File: src/core/feo_pkg.sv
// Constants shared by the field evaluation output logic
package feo_pkg;
    // Sizes of the evaluation and output stages
    localparam int FEO_NCASE = 10;
    localparam int FEO_NOUT = 14;
    localparam int FEO_NREL = 4;
    // Register byte offsets
    localparam logic [7:0] FEO_A_CTRL = 8'h00;
    localparam logic [7:0] FEO_A_NEGATE = 8'h04;
    localparam logic [7:0] FEO_A_COND_EN = 8'h08;
    localparam logic [7:0] FEO_A_MAP_LO = 8'h0c;
    localparam logic [7:0] FEO_A_MAP_HI = 8'h10;
    localparam logic [7:0] FEO_A_OP_AND = 8'h14;
    localparam logic [7:0] FEO_A_ACT_HIGH = 8'h18;
    localparam logic [7:0] FEO_A_FUNC_APP = 8'h1c;
    localparam logic [7:0] FEO_A_FUNC_NR = 8'h20;
    localparam logic [7:0] FEO_A_RST_DLY = 8'h24;
    localparam logic [7:0] FEO_A_RST_IN = 8'h28;
    localparam logic [7:0] FEO_A_RST_SEL = 8'h2c;
    localparam logic [7:0] FEO_A_RST_LVL = 8'h30;
    localparam logic [7:0] FEO_A_DELAY_MS = 8'h34;
    localparam logic [7:0] FEO_A_RESP = 8'h38;
    localparam logic [7:0] FEO_A_IOLINK = 8'h3c;
    localparam logic [7:0] FEO_A_PHASE = 8'h40;
    localparam logic [7:0] FEO_A_DEG_CYC = 8'h44;
    localparam logic [7:0] FEO_A_BASE_LEN = 8'h48;
    localparam logic [7:0] FEO_A_EXT_LEN = 8'h4c;
    localparam logic [7:0] FEO_A_GAIN = 8'h50;
    localparam logic [7:0] FEO_A_STATUS = 8'h54;
    localparam logic [7:0] FEO_A_SPEED = 8'h58;
    localparam logic [7:0] FEO_A_DYN_LEN = 8'h5c;
    localparam logic [7:0] FEO_A_DET = 8'h60;
    // Control register field positions
    localparam int FEO_C_EXT_EN = 0;
    localparam int FEO_C_ENC_EN = 1;
    localparam int FEO_C_SYNC = 2;
    localparam int FEO_C_RELAY_HIGH = 4;
    localparam int FEO_C_EXT_ID = 8;
    // IO link word: enables in low bits, input selects above
    localparam int FEO_IOL_SEL = 10;
    // Synchronisation modes
    localparam logic [1:0] FEO_SYNC_OFF = 2'h0;
    localparam logic [1:0] FEO_SYNC_MAIN = 2'h1;
    localparam logic [1:0] FEO_SYNC_SUB = 2'h2;
    // Heartbeat supervision needs a module id below this
    localparam logic [5:0] FEO_EXT_ID_LIMIT = 6'h3f;
    // Reset values
    localparam logic [13:0] FEO_FUNC_APP_RST = 14'h3fff;
    localparam logic [13:0] FEO_OUTS_RST = 14'h3fff;
    localparam logic [3:0] FEO_RELAY_RST = 4'hf;
    // Timing
    localparam int FEO_CLK_PERIOD_NS = 10;
    localparam int FEO_MS_NS = 1000000;
    localparam int FEO_MS_CYC = FEO_MS_NS / FEO_CLK_PERIOD_NS;
    localparam int FEO_MAX_DELAY_S = 10;
    localparam logic [13:0] FEO_MAX_DELAY_MS = 14'(FEO_MAX_DELAY_S * 1000);
    localparam logic [8:0] FEO_DEG_FULL = 9'h168;
endpackage

File: src/core/feo_output_logic.sv
// Field evaluation output stage with AHB-Lite register slave
`timescale 1ns/10ps
module feo_output_logic
    import feo_pkg::*;
#(
    parameter int MS_CYC = FEO_MS_CYC
) (
    input wire logic clk,
    input wire logic rst_n,
    input wire logic ce,
    input wire logic hsel,
    input wire logic [31:0] haddr,
    input wire logic [1:0] htrans,
    input wire logic hwrite,
    input wire logic [2:0] hsize,
    input wire logic [31:0] hwdata,
    input wire logic hready,
    output logic hreadyout,
    output logic [31:0] hrdata,
    output logic hresp,
    input wire logic [9:0] field_hit,
    input wire logic not_ready,
    input wire logic scan_ref,
    input wire logic first_input,
    input wire logic second_input,
    input wire logic third_input_encoder_a,
    input wire logic fourth_input_encoder_b,
    output logic [4:0] out_pins,
    output logic sixth_output,
    output logic [7:0] ext_out,
    output logic ext_heartbeat_en,
    output logic [3:0] relay_close,
    output logic [16:0] dyn_field_len,
    output logic [15:0] enc_speed,
    output logic scan_trigger
);

    // Whole state of the block
    typedef struct packed {
        logic ap_valid;              // Data phase pending
        logic ap_write;              // Pending phase is a write
        logic [7:0] ap_addr;         // Pending register offset
        logic [31:0] rdata;          // Read data for the data phase
        logic [31:0] ctrl;           // Global control
        logic [9:0] negate;          // Per-case negation
        logic [9:0] cond_en;         // Case needs an input condition
        logic [31:0] map_lo;         // Output index of cases 0..7
        logic [7:0] map_hi;          // Output index of cases 8..9
        logic [13:0] op_and;         // 1 = AND combine, 0 = OR
        logic [13:0] act_high;       // 1 = active-high pin
        logic [13:0] func_app;       // Output follows evaluation
        logic [13:0] func_nr;        // Output shows not-ready
        logic [13:0] rst_dly;        // Delayed release
        logic [13:0] rst_in;         // Release by input
        logic [27:0] rst_sel;        // Release input per output
        logic [13:0] rst_lvl;        // Release input level
        logic [13:0] delay_ms;       // Hold delay in ms
        logic [15:0] resp;           // Response time in cycles
        logic [29:0] iolink;         // IO link enables and selects
        logic [8:0] phase;           // Signed phase in degrees
        logic [15:0] deg_cyc;        // Cycles per degree of scan
        logic [15:0] base_len;       // Dynamic field basic length
        logic [15:0] ext_len;        // Largest extension
        logic [15:0] gain;           // Extension per speed unit
        logic [9:0][15:0] resp_cnt;  // Persistence counters
        logic [9:0] det;             // Debounced detections
        logic [13:0] hold;           // Output held after clear
        logic [13:0][13:0] dly_cnt;  // Remaining hold in ms
        logic [16:0] ms_cnt;         // Millisecond prescaler
        logic enc_prev;              // Encoder edge history
        logic [15:0] enc_cnt;        // Pulses in current window
        logic [15:0] speed;          // Pulses in last window
        logic [16:0] dyn_len;        // Current dynamic length
        logic sync_prev;             // Sync input edge history
        logic ph_busy;               // Phase delay running
        logic [24:0] ph_cnt;         // Phase delay remaining
        logic trig;                  // Scan trigger pulse
        logic [13:0] outs;           // Pin levels
        logic [3:0] relay;           // Relay closed
        logic [7:0] ext_q;           // Expansion outputs
        logic hb;                    // Heartbeat supervision on
    } feo_state_t;

    feo_state_t s_reg;
    feo_state_t s_next;

    // Register read mux; unmapped offsets read zero
    function automatic logic [31:0] rd(input logic [7:0] a);
        logic [31:0] d;
        d = 32'h0000_0000;
        case (a)
            FEO_A_CTRL: d = s_reg.ctrl;
            FEO_A_NEGATE: d = {22'h0, s_reg.negate};
            FEO_A_COND_EN: d = {22'h0, s_reg.cond_en};
            FEO_A_MAP_LO: d = s_reg.map_lo;
            FEO_A_MAP_HI: d = {24'h0, s_reg.map_hi};
            FEO_A_OP_AND: d = {18'h0, s_reg.op_and};
            FEO_A_ACT_HIGH: d = {18'h0, s_reg.act_high};
            FEO_A_FUNC_APP: d = {18'h0, s_reg.func_app};
            FEO_A_FUNC_NR: d = {18'h0, s_reg.func_nr};
            FEO_A_RST_DLY: d = {18'h0, s_reg.rst_dly};
            FEO_A_RST_IN: d = {18'h0, s_reg.rst_in};
            FEO_A_RST_SEL: d = {4'h0, s_reg.rst_sel};
            FEO_A_RST_LVL: d = {18'h0, s_reg.rst_lvl};
            FEO_A_DELAY_MS: d = {18'h0, s_reg.delay_ms};
            FEO_A_RESP: d = {16'h0, s_reg.resp};
            FEO_A_IOLINK: d = {2'h0, s_reg.iolink};
            FEO_A_PHASE: d = {{23{s_reg.phase[8]}}, s_reg.phase};
            FEO_A_DEG_CYC: d = {16'h0, s_reg.deg_cyc};
            FEO_A_BASE_LEN: d = {16'h0, s_reg.base_len};
            FEO_A_EXT_LEN: d = {16'h0, s_reg.ext_len};
            FEO_A_GAIN: d = {16'h0, s_reg.gain};
            FEO_A_STATUS: d = {14'h0, s_reg.relay, s_reg.outs};
            FEO_A_SPEED: d = {16'h0, s_reg.speed};
            FEO_A_DYN_LEN: d = {15'h0, s_reg.dyn_len};
            FEO_A_DET: d = {22'h0, s_reg.det};
            default: d = 32'h0000_0000;
        endcase
        return d;
    endfunction

    // Next-state logic for the bus, cases, outputs, encoder and sync
    always_comb begin
        logic [3:0] ine;
        logic [3:0] code;
        logic [39:0] map;
        logic [3:0] oi;
        logic [13:0] anyv;
        logic [13:0] orv;
        logic [13:0] andv;
        logic [13:0] res;
        logic [1:0] sel;
        logic r;
        logic v;
        logic act;
        logic lv;
        logic tick;
        logic encm;
        logic subm;
        logic mainm;
        logic ref_ev;
        logic [8:0] deg;
        logic [31:0] prod;
        ine = 4'h0;
        code = 4'h0;
        map = 40'h0;
        oi = 4'h0;
        anyv = 14'h0;
        orv = 14'h0;
        andv = 14'h3fff;
        res = 14'h0;
        sel = 2'h0;
        r = 1'b0;
        v = 1'b0;
        act = 1'b0;
        lv = 1'b0;
        tick = 1'b0;
        encm = 1'b0;
        subm = 1'b0;
        mainm = 1'b0;
        ref_ev = 1'b0;
        deg = 9'h000;
        prod = 32'h0000_0000;
        // Every field keeps its value unless a branch below moves it
        s_next = s_reg;
        encm = s_reg.ctrl[FEO_C_ENC_EN];
        mainm = s_reg.ctrl[FEO_C_SYNC+:2] == FEO_SYNC_MAIN;
        subm = s_reg.ctrl[FEO_C_SYNC+:2] == FEO_SYNC_SUB;
        // Encoder use or sync sub mode takes inputs three and four off the logic
        ine[0] = first_input;
        ine[1] = second_input;
        ine[2] = third_input_encoder_a & ~(encm | subm);
        ine[3] = fourth_input_encoder_b & ~(encm | subm);
        // Input one is the most significant bit of the case code
        code = {ine[0], ine[1], ine[2], ine[3]};

        // Millisecond tick shared by hold delays and speed window
        tick = s_reg.ms_cnt == 17'(MS_CYC - 1);
        s_next.ms_cnt = tick ? 17'h0 : s_reg.ms_cnt + 17'h1;

        // Speed is pulses per ms window; direction is not decoded
        s_next.enc_prev = third_input_encoder_a;
        if (tick) begin
            s_next.speed = s_reg.enc_cnt;
            s_next.enc_cnt = 16'h0;
        end else if (encm && third_input_encoder_a && !s_reg.enc_prev) begin
            s_next.enc_cnt = s_reg.enc_cnt + 16'h1;
        end
        // Length grows linearly with speed, capped at the extension
        prod = {16'h0, s_reg.speed} * {16'h0, s_reg.gain};
        if (prod > {16'h0, s_reg.ext_len}) begin
            s_next.dyn_len = {1'b0, s_reg.base_len} + {1'b0, s_reg.ext_len};
        end else begin
            s_next.dyn_len = {1'b0, s_reg.base_len} + {1'b0, prod[15:0]};
        end

        // Scan trigger: reference edge plus phase offset
        s_next.sync_prev = fourth_input_encoder_b;
        ref_ev = subm ? (fourth_input_encoder_b & ~s_reg.sync_prev) : scan_ref;
        // Negative phase wraps to the equivalent positive angle
        deg = s_reg.phase[8] ? s_reg.phase + FEO_DEG_FULL : s_reg.phase;
        s_next.trig = 1'b0;
        if (ref_ev) begin
            s_next.ph_cnt = 25'({16'h0, deg} * {9'h0, s_reg.deg_cyc});
            s_next.ph_busy = 1'b1;
        end else if (s_reg.ph_busy) begin
            if (s_reg.ph_cnt == 25'h0) begin
                s_next.trig = 1'b1;
                s_next.ph_busy = 1'b0;
            end else begin
                s_next.ph_cnt = s_reg.ph_cnt - 25'h1;
            end
        end

        // Per-case persistence, negation and routing
        map = {s_reg.map_hi, s_reg.map_lo};
        for (int i = 0; i < FEO_NCASE; i++) begin
            sel = s_reg.iolink[FEO_IOL_SEL + 2 * i +: 2];
            // An IO link case reads an input instead of a field
            r = s_reg.iolink[i] ? ine[sel] : field_hit[i];
            if (!r) begin
                s_next.resp_cnt[i] = 16'h0;
            end else if (s_reg.resp_cnt[i] < s_reg.resp) begin
                s_next.resp_cnt[i] = s_reg.resp_cnt[i] + 16'h1;
            end
            s_next.det[i] = r & (s_reg.resp_cnt[i] >= s_reg.resp);
            v = s_reg.det[i] ^ s_reg.negate[i];
            act = ~s_reg.cond_en[i] | (code == 4'(i));
            oi = map[4 * i +: 4];
            if (act && oi < 4'(FEO_NOUT)) begin
                anyv[oi] = 1'b1;
                orv[oi] = orv[oi] | v;
                andv[oi] = andv[oi] & v;
            end
        end

        // Per-output combine, hold, function and polarity
        for (int o = 0; o < FEO_NOUT; o++) begin
            res[o] = anyv[o] & (s_reg.op_and[o] ? andv[o] : orv[o]);
            sel = s_reg.rst_sel[2 * o +: 2];
            if (res[o]) begin
                s_next.hold[o] = 1'b1;
                s_next.dly_cnt[o] = s_reg.delay_ms;
            end else if (s_reg.rst_in[o]) begin
                // Release only once the chosen input shows its level
                if (ine[sel] == s_reg.rst_lvl[o]) begin
                    s_next.hold[o] = 1'b0;
                end
            end else if (s_reg.rst_dly[o]) begin
                if (s_reg.dly_cnt[o] == 14'h0) begin
                    s_next.hold[o] = 1'b0;
                end else if (tick) begin
                    s_next.dly_cnt[o] = s_reg.dly_cnt[o] - 14'h1;
                end
            end else begin
                s_next.hold[o] = 1'b0;
            end
            act = res[o] | s_next.hold[o];
            // Not-ready wins over both evaluation and host switching
            lv = s_reg.func_nr[o] ? not_ready : (s_reg.func_app[o] & act);
            s_next.outs[o] = s_reg.act_high[o] ? lv : ~lv;
            if (o < FEO_NREL) begin
                s_next.relay[o] = s_reg.ctrl[FEO_C_RELAY_HIGH + o] ? lv : ~lv;
            end
        end
        // A sync main gives the sixth output over to the sync pulse
        if (mainm) begin
            s_next.outs[5] = scan_ref;
        end
        s_next.ext_q = s_reg.ctrl[FEO_C_EXT_EN] ? s_next.outs[13:6] : 8'h00;
        s_next.hb = s_reg.ctrl[FEO_C_EXT_EN] & (s_reg.ctrl[FEO_C_EXT_ID+:6] < FEO_EXT_ID_LIMIT);

        // Bus data phase: write pending register
        if (s_reg.ap_valid && s_reg.ap_write) begin
            case (s_reg.ap_addr)
                FEO_A_CTRL: s_next.ctrl = hwdata;
                FEO_A_NEGATE: s_next.negate = hwdata[9:0];
                FEO_A_COND_EN: s_next.cond_en = hwdata[9:0];
                FEO_A_MAP_LO: s_next.map_lo = hwdata;
                FEO_A_MAP_HI: s_next.map_hi = hwdata[7:0];
                FEO_A_OP_AND: s_next.op_and = hwdata[13:0];
                FEO_A_ACT_HIGH: s_next.act_high = hwdata[13:0];
                FEO_A_FUNC_APP: s_next.func_app = hwdata[13:0];
                FEO_A_FUNC_NR: s_next.func_nr = hwdata[13:0];
                FEO_A_RST_DLY: s_next.rst_dly = hwdata[13:0];
                FEO_A_RST_IN: s_next.rst_in = hwdata[13:0];
                FEO_A_RST_SEL: s_next.rst_sel = hwdata[27:0];
                FEO_A_RST_LVL: s_next.rst_lvl = hwdata[13:0];
                // Delays beyond the longest hold are clipped
                FEO_A_DELAY_MS: begin
                    s_next.delay_ms = (hwdata[13:0] > FEO_MAX_DELAY_MS) ? FEO_MAX_DELAY_MS : hwdata[13:0];
                end
                FEO_A_RESP: s_next.resp = hwdata[15:0];
                FEO_A_IOLINK: s_next.iolink = hwdata[29:0];
                FEO_A_PHASE: s_next.phase = hwdata[8:0];
                FEO_A_DEG_CYC: s_next.deg_cyc = hwdata[15:0];
                FEO_A_BASE_LEN: s_next.base_len = hwdata[15:0];
                FEO_A_EXT_LEN: s_next.ext_len = hwdata[15:0];
                FEO_A_GAIN: s_next.gain = hwdata[15:0];
                default: begin
                    // Read-only and unmapped offsets ignore writes
                end
            endcase
        end
        // Bus address phase: capture and prepare read data
        if (hsel && htrans[1] && hready) begin
            s_next.ap_valid = 1'b1;
            s_next.ap_write = hwrite;
            s_next.ap_addr = haddr[7:0];
            s_next.rdata = hwrite ? 32'h0000_0000 : rd(haddr[7:0]);
        end else begin
            s_next.ap_valid = 1'b0;
        end
    end

    // State register with synchronous reset and clock enable
    always_ff @(posedge clk) begin
        if (!rst_n) begin
            s_reg <= '0;
            s_reg.func_app <= FEO_FUNC_APP_RST;
            s_reg.outs <= FEO_OUTS_RST;
            s_reg.relay <= FEO_RELAY_RST;
        end else if (ce) begin
            s_reg <= s_next;
        end
    end

    // Outputs; stalling the bus while frozen keeps transfers intact
    assign hreadyout = ce;
    assign hresp = 1'b0;
    assign hrdata = s_reg.rdata;
    assign out_pins = s_reg.outs[4:0];
    assign sixth_output = s_reg.outs[5];
    assign ext_out = s_reg.ext_q;
    assign ext_heartbeat_en = s_reg.hb;
    assign relay_close = s_reg.relay;
    assign dyn_field_len = s_reg.dyn_len;
    assign enc_speed = s_reg.speed;
    assign scan_trigger = s_reg.trig;

endmodule

File: config.mk
export PLATFORM = sky130hd
export DESIGN_NAME = feo_output_logic
export DESIGN_NICKNAME = d
export VERILOG_FILES = /design/src/core/feo_pkg.sv /design/src/core/feo_output_logic.sv
export SDC_FILE = /design/constraint.sdc
export NUM_CORES = 2
export LEC_CHECK = 0
export BUFFER_PORTS_ARGS = -buffer_cell sky130_fd_sc_hd__clkbuf_2
export CAP_MARGIN = 10
export CORE_MARGIN = 2
export CORE_UTILIZATION = 30
export CTS_BUF_LIST = sky130_fd_sc_hd__clkbuf_4
export DETAILED_ROUTE_END_ITERATION = 10
export SLEW_MARGIN = 20
export SYNTH_ARGS = -nofsm -noshare
export SYNTH_HDL_FRONTEND = slang
export SYNTH_SLANG_ARGS = --single-unit
File: constraint.sdc
create_clock -name clk -period 19 [get_ports clk]
set_clock_uncertainty 0.05 [all_clocks]
set_input_delay 4.75 -clock clk [delete_from_list [all_inputs] [get_ports clk]]
set_output_delay 4.75 -clock clk [all_outputs]
set_load 0.05 [all_outputs]
==> results.json <==
{
  "postRouteAntennaNets": 0,
  "worst_pin_slew_ns": 1.24,
  "grt_max_degree": 166,
  "yosys.cell_types.count": 147,
  "drcViolationCount": 0,
  "post_cts_buffers": 0,
  "endpoint": "s_reg[310]$_SDFFE_PN0P_",
  "drt_iter0_drc": 8520,
  "wirelength_um": 321000,
  "post-route-period-util": 0.872,
  "slew_viol_final": 0,
  "netlist_instances": 9290,
  "cts-root-buf": "clkbuf_4",
  "max_stage_delay_ns": 0.87,
  "grt_first_pass_wirelength_um": 463000,
  "place.port_buffers": 148,
  "r2r_setup_slack_ns": 5.83,
  "die_w_um": 490,
  "p_int_w": 0.00284,
  "end_kind": "flip-flop",
  "netlist.area_leader.share": 0.253,
  "gp_congestion": 1.02,
  "final_common_cell": "nand2_1",
  "rows": 178,
  "final.min_clock_period_ns": 16.57,
  "synth_area_leaders": "dfxtp_1 (25%), fa_1 (8.3%), nand2_1 (7.6%)",
  "core_area_sq_um": 235000,
  "wl_met3_um": 30800,
  "syn_avg_cell_area_sq_um": 7.62,
  "htreeDepth": 4,
  "p_sw_frac": 0.280,
  "detail_route.wl_per_cell_um": 25.4,
  "p_clk_frac": 0.460,
  "drt-met1-wl_um": 129000,
  "ctsHoldBuffers": 0,
  "crit_path_top_delay_cell": "o31ai_1",
  "final_cell_mix": "nand2_1 (1,425), nor2_1 (912), dfxtp_1 (895)",
  "routed_via_density": 5.78,
  "yosysSeqAreaShare": 0.253,
  "cts_tree": "done",
  "instances_no_fill": 12600,
  "synth_edf_count": 0,
  "arrival_ns": 17.62,
  "insertion_delay_ns": 1.35,
  "synth-seq-cells": 895,
  "clkSinkCount": 895,
  "clk_path_buf_depth": 3,
  "peakVddDrop_mv": 0.0638,
  "post_cts_resize_count": 0,
  "max_freq_mhz": 60.3,
  "dp_hpwl_um": 236000,
  "r2r_end": "s_reg[310]$_SDFFE_PN0P_",
  "top_layer": "met5",
  "pwr-share-seq": 0.479,
  "ys_warn_count": 0,
  "status": "finished clean",
  "setup_viol": 0,
  "cts_made_buffers": 241,
  "critPathKind": "in2reg",
  "worstPathMaxFanout": 26,
  "antenna_found_initial": 29,
  "start_kind": "primary input",
  "synth_fp_nets": 10000,
  "grt_setup_unrepaired": "no",
  "grt_overflow": 0,
  "r2r_cells": 32,
  "largest_reg_flops": 810,
  "min_path_type": "reg2reg",
  "power_switching_w": 0.00110,
  "die_h_um": 490,
  "hold_slack_ns": 0.402,
  "rr_startpoint": "s_reg[770]$_SDFFE_PN0P_",
  "async_flop_share": 0,
  "fill_cells": 25000,
  "first_global_vias": 68700,
  "min-delay-start": "s_reg[328]$_SDFFE_PN0P_",
  "clk_pin_slew_ns": 0.07,
  "nNetsFinal": 9996,
  "syn_to_final_growth_pct": 9.46,
  "ios": 178,
  "tns_ns": 0,
  "drv_cap": 0,
  "relSlewSlack": 0.172,
  "dr.pass1.iters": 7,
  "power_leakage_nw": 30.4,
  "drive_above_1_share": 0.105,
  "yosysTopAreaCell": "dfxtp_1",
  "cellPowerDensity_nw_per_um2": 50.9,
  "synthFlopType": "dfxtp_1",
  "grt_use_total": 0.258,
  "start_util": 0.301,
  "syn_area_sq_um": 70800,
  "required_ns": 20.05,
  "critPathLaunch": "third_input_encoder_a",
  "combPwrFrac": 0.061,
  "vias": 72800,
  "route.met2.wl_um": 138000,
  "dpl.cell_count": 12100,
  "hold_viol_final": 0,
  "dieArea_sq_um": 240000
}
==> cell families after synthesis <==
group | count (synthesis) | synth area share
xor+xnor | 236 | 0.0292
simple gates | 3867 | 0.255
other cells | 1 | 0.0000530
compound gates | 2239 | 0.208
mux | 227 | 0.0376
buf+inv | 1162 | 0.0684
flops | 895 | 0.253
fa+ha+maj | 663 | 0.148
==> stage by stage <==
step / util / worst slack (ns) / power (W) / area, sq um
after floorplan: - / 6.67 / 0.00206 / 70800
after global placement: 0.316 / 1.74 / 0.00216 / 74300
after detailed placement: 0.316 / 1.72 / 0.00216 / 74300
after CTS: 0.329 / 3.02 / 0.00396 / 77400
after global routing: 0.330 / 2.30 / 0.00407 / 77400
final: 0.330 / 2.43 / 0.00394 / 77500
==> power groups by stage <==
stage / sequential, W / combinational, W / clock (W)
floorplan: 0.00193 / 0.000134 / 0
CTS: 0.00189 / 0.000230 / 0.00184
detailed placement: 0.00193 / 0.000229 / 0
global placement: 0.00193 / 0.000227 / 0
finish: 0.00189 / 0.000240 / 0.00181
global route: 0.00189 / 0.000247 / 0.00194
==> cell usage after synthesis (all sizes together), types with 130 or more instances <==
cell	n
or3	142
inv	522
nor2b	133
nand2	1430
a22oi	184
nand2b	130
nor3	214
xor2	138
clkbuf	469
a21oi	775
and2	169
o21ai	420
ha	369
buf	171
fa	294
dfxtp	895
nand3	319
mux2i	134
nor2	924
==> worst max-delay path: cells and delay by family <==
kind	cells	cell delay [ns]
AOI/OAI and AO/OA	26	10.56
buffers and inverters	2	0.66
and+or+nand+nor	5	1.59
==> per-layer routing <==
layer,up-vias,global-route usage
li1,32500,-
met1,35500,0.333
met2,3867,0.394
met3,914,0.0537
met4,20,0.158
met5,-,0
==> worst min-delay path by stage <==
| stage | cells after the start | endpoint | slack, ns |
|---|---|---|---|
| floorplan | 2 | s_reg[328]$_SDFFE_PN0P_ | 0.38 |
| global placement | 2 | s_reg[328]$_SDFFE_PN0P_ | 0.39 |
| detailed placement | 2 | s_reg[329]$_SDFFE_PN0P_ | 0.39 |
| CTS | 2 | s_reg[328]$_SDFFE_PN0P_ | 0.40 |
| global route | 2 | s_reg[328]$_SDFFE_PN0P_ | 0.42 |
| finish | 2 | s_reg[328]$_SDFFE_PN0P_ | 0.40 |
==> cell type report <==
type | instances | area [sq um] | area share
Clock inverter | 72 | 450 | 0.00581
Tap cell | 3150 | 3940 | 0.0509
Antenna cell | 25 | 62.6 | 0.000808
Clock buffer | 354 | 2660 | 0.0343
Inverter | 522 | 1970 | 0.0255
Sequential cell | 895 | 17900 | 0.231
Multi-Input combinational cell | 7233 | 48200 | 0.622
Timing Repair Buffer | 349 | 2310 | 0.0298
Note: power is estimated with default switching activity, not from simulation.
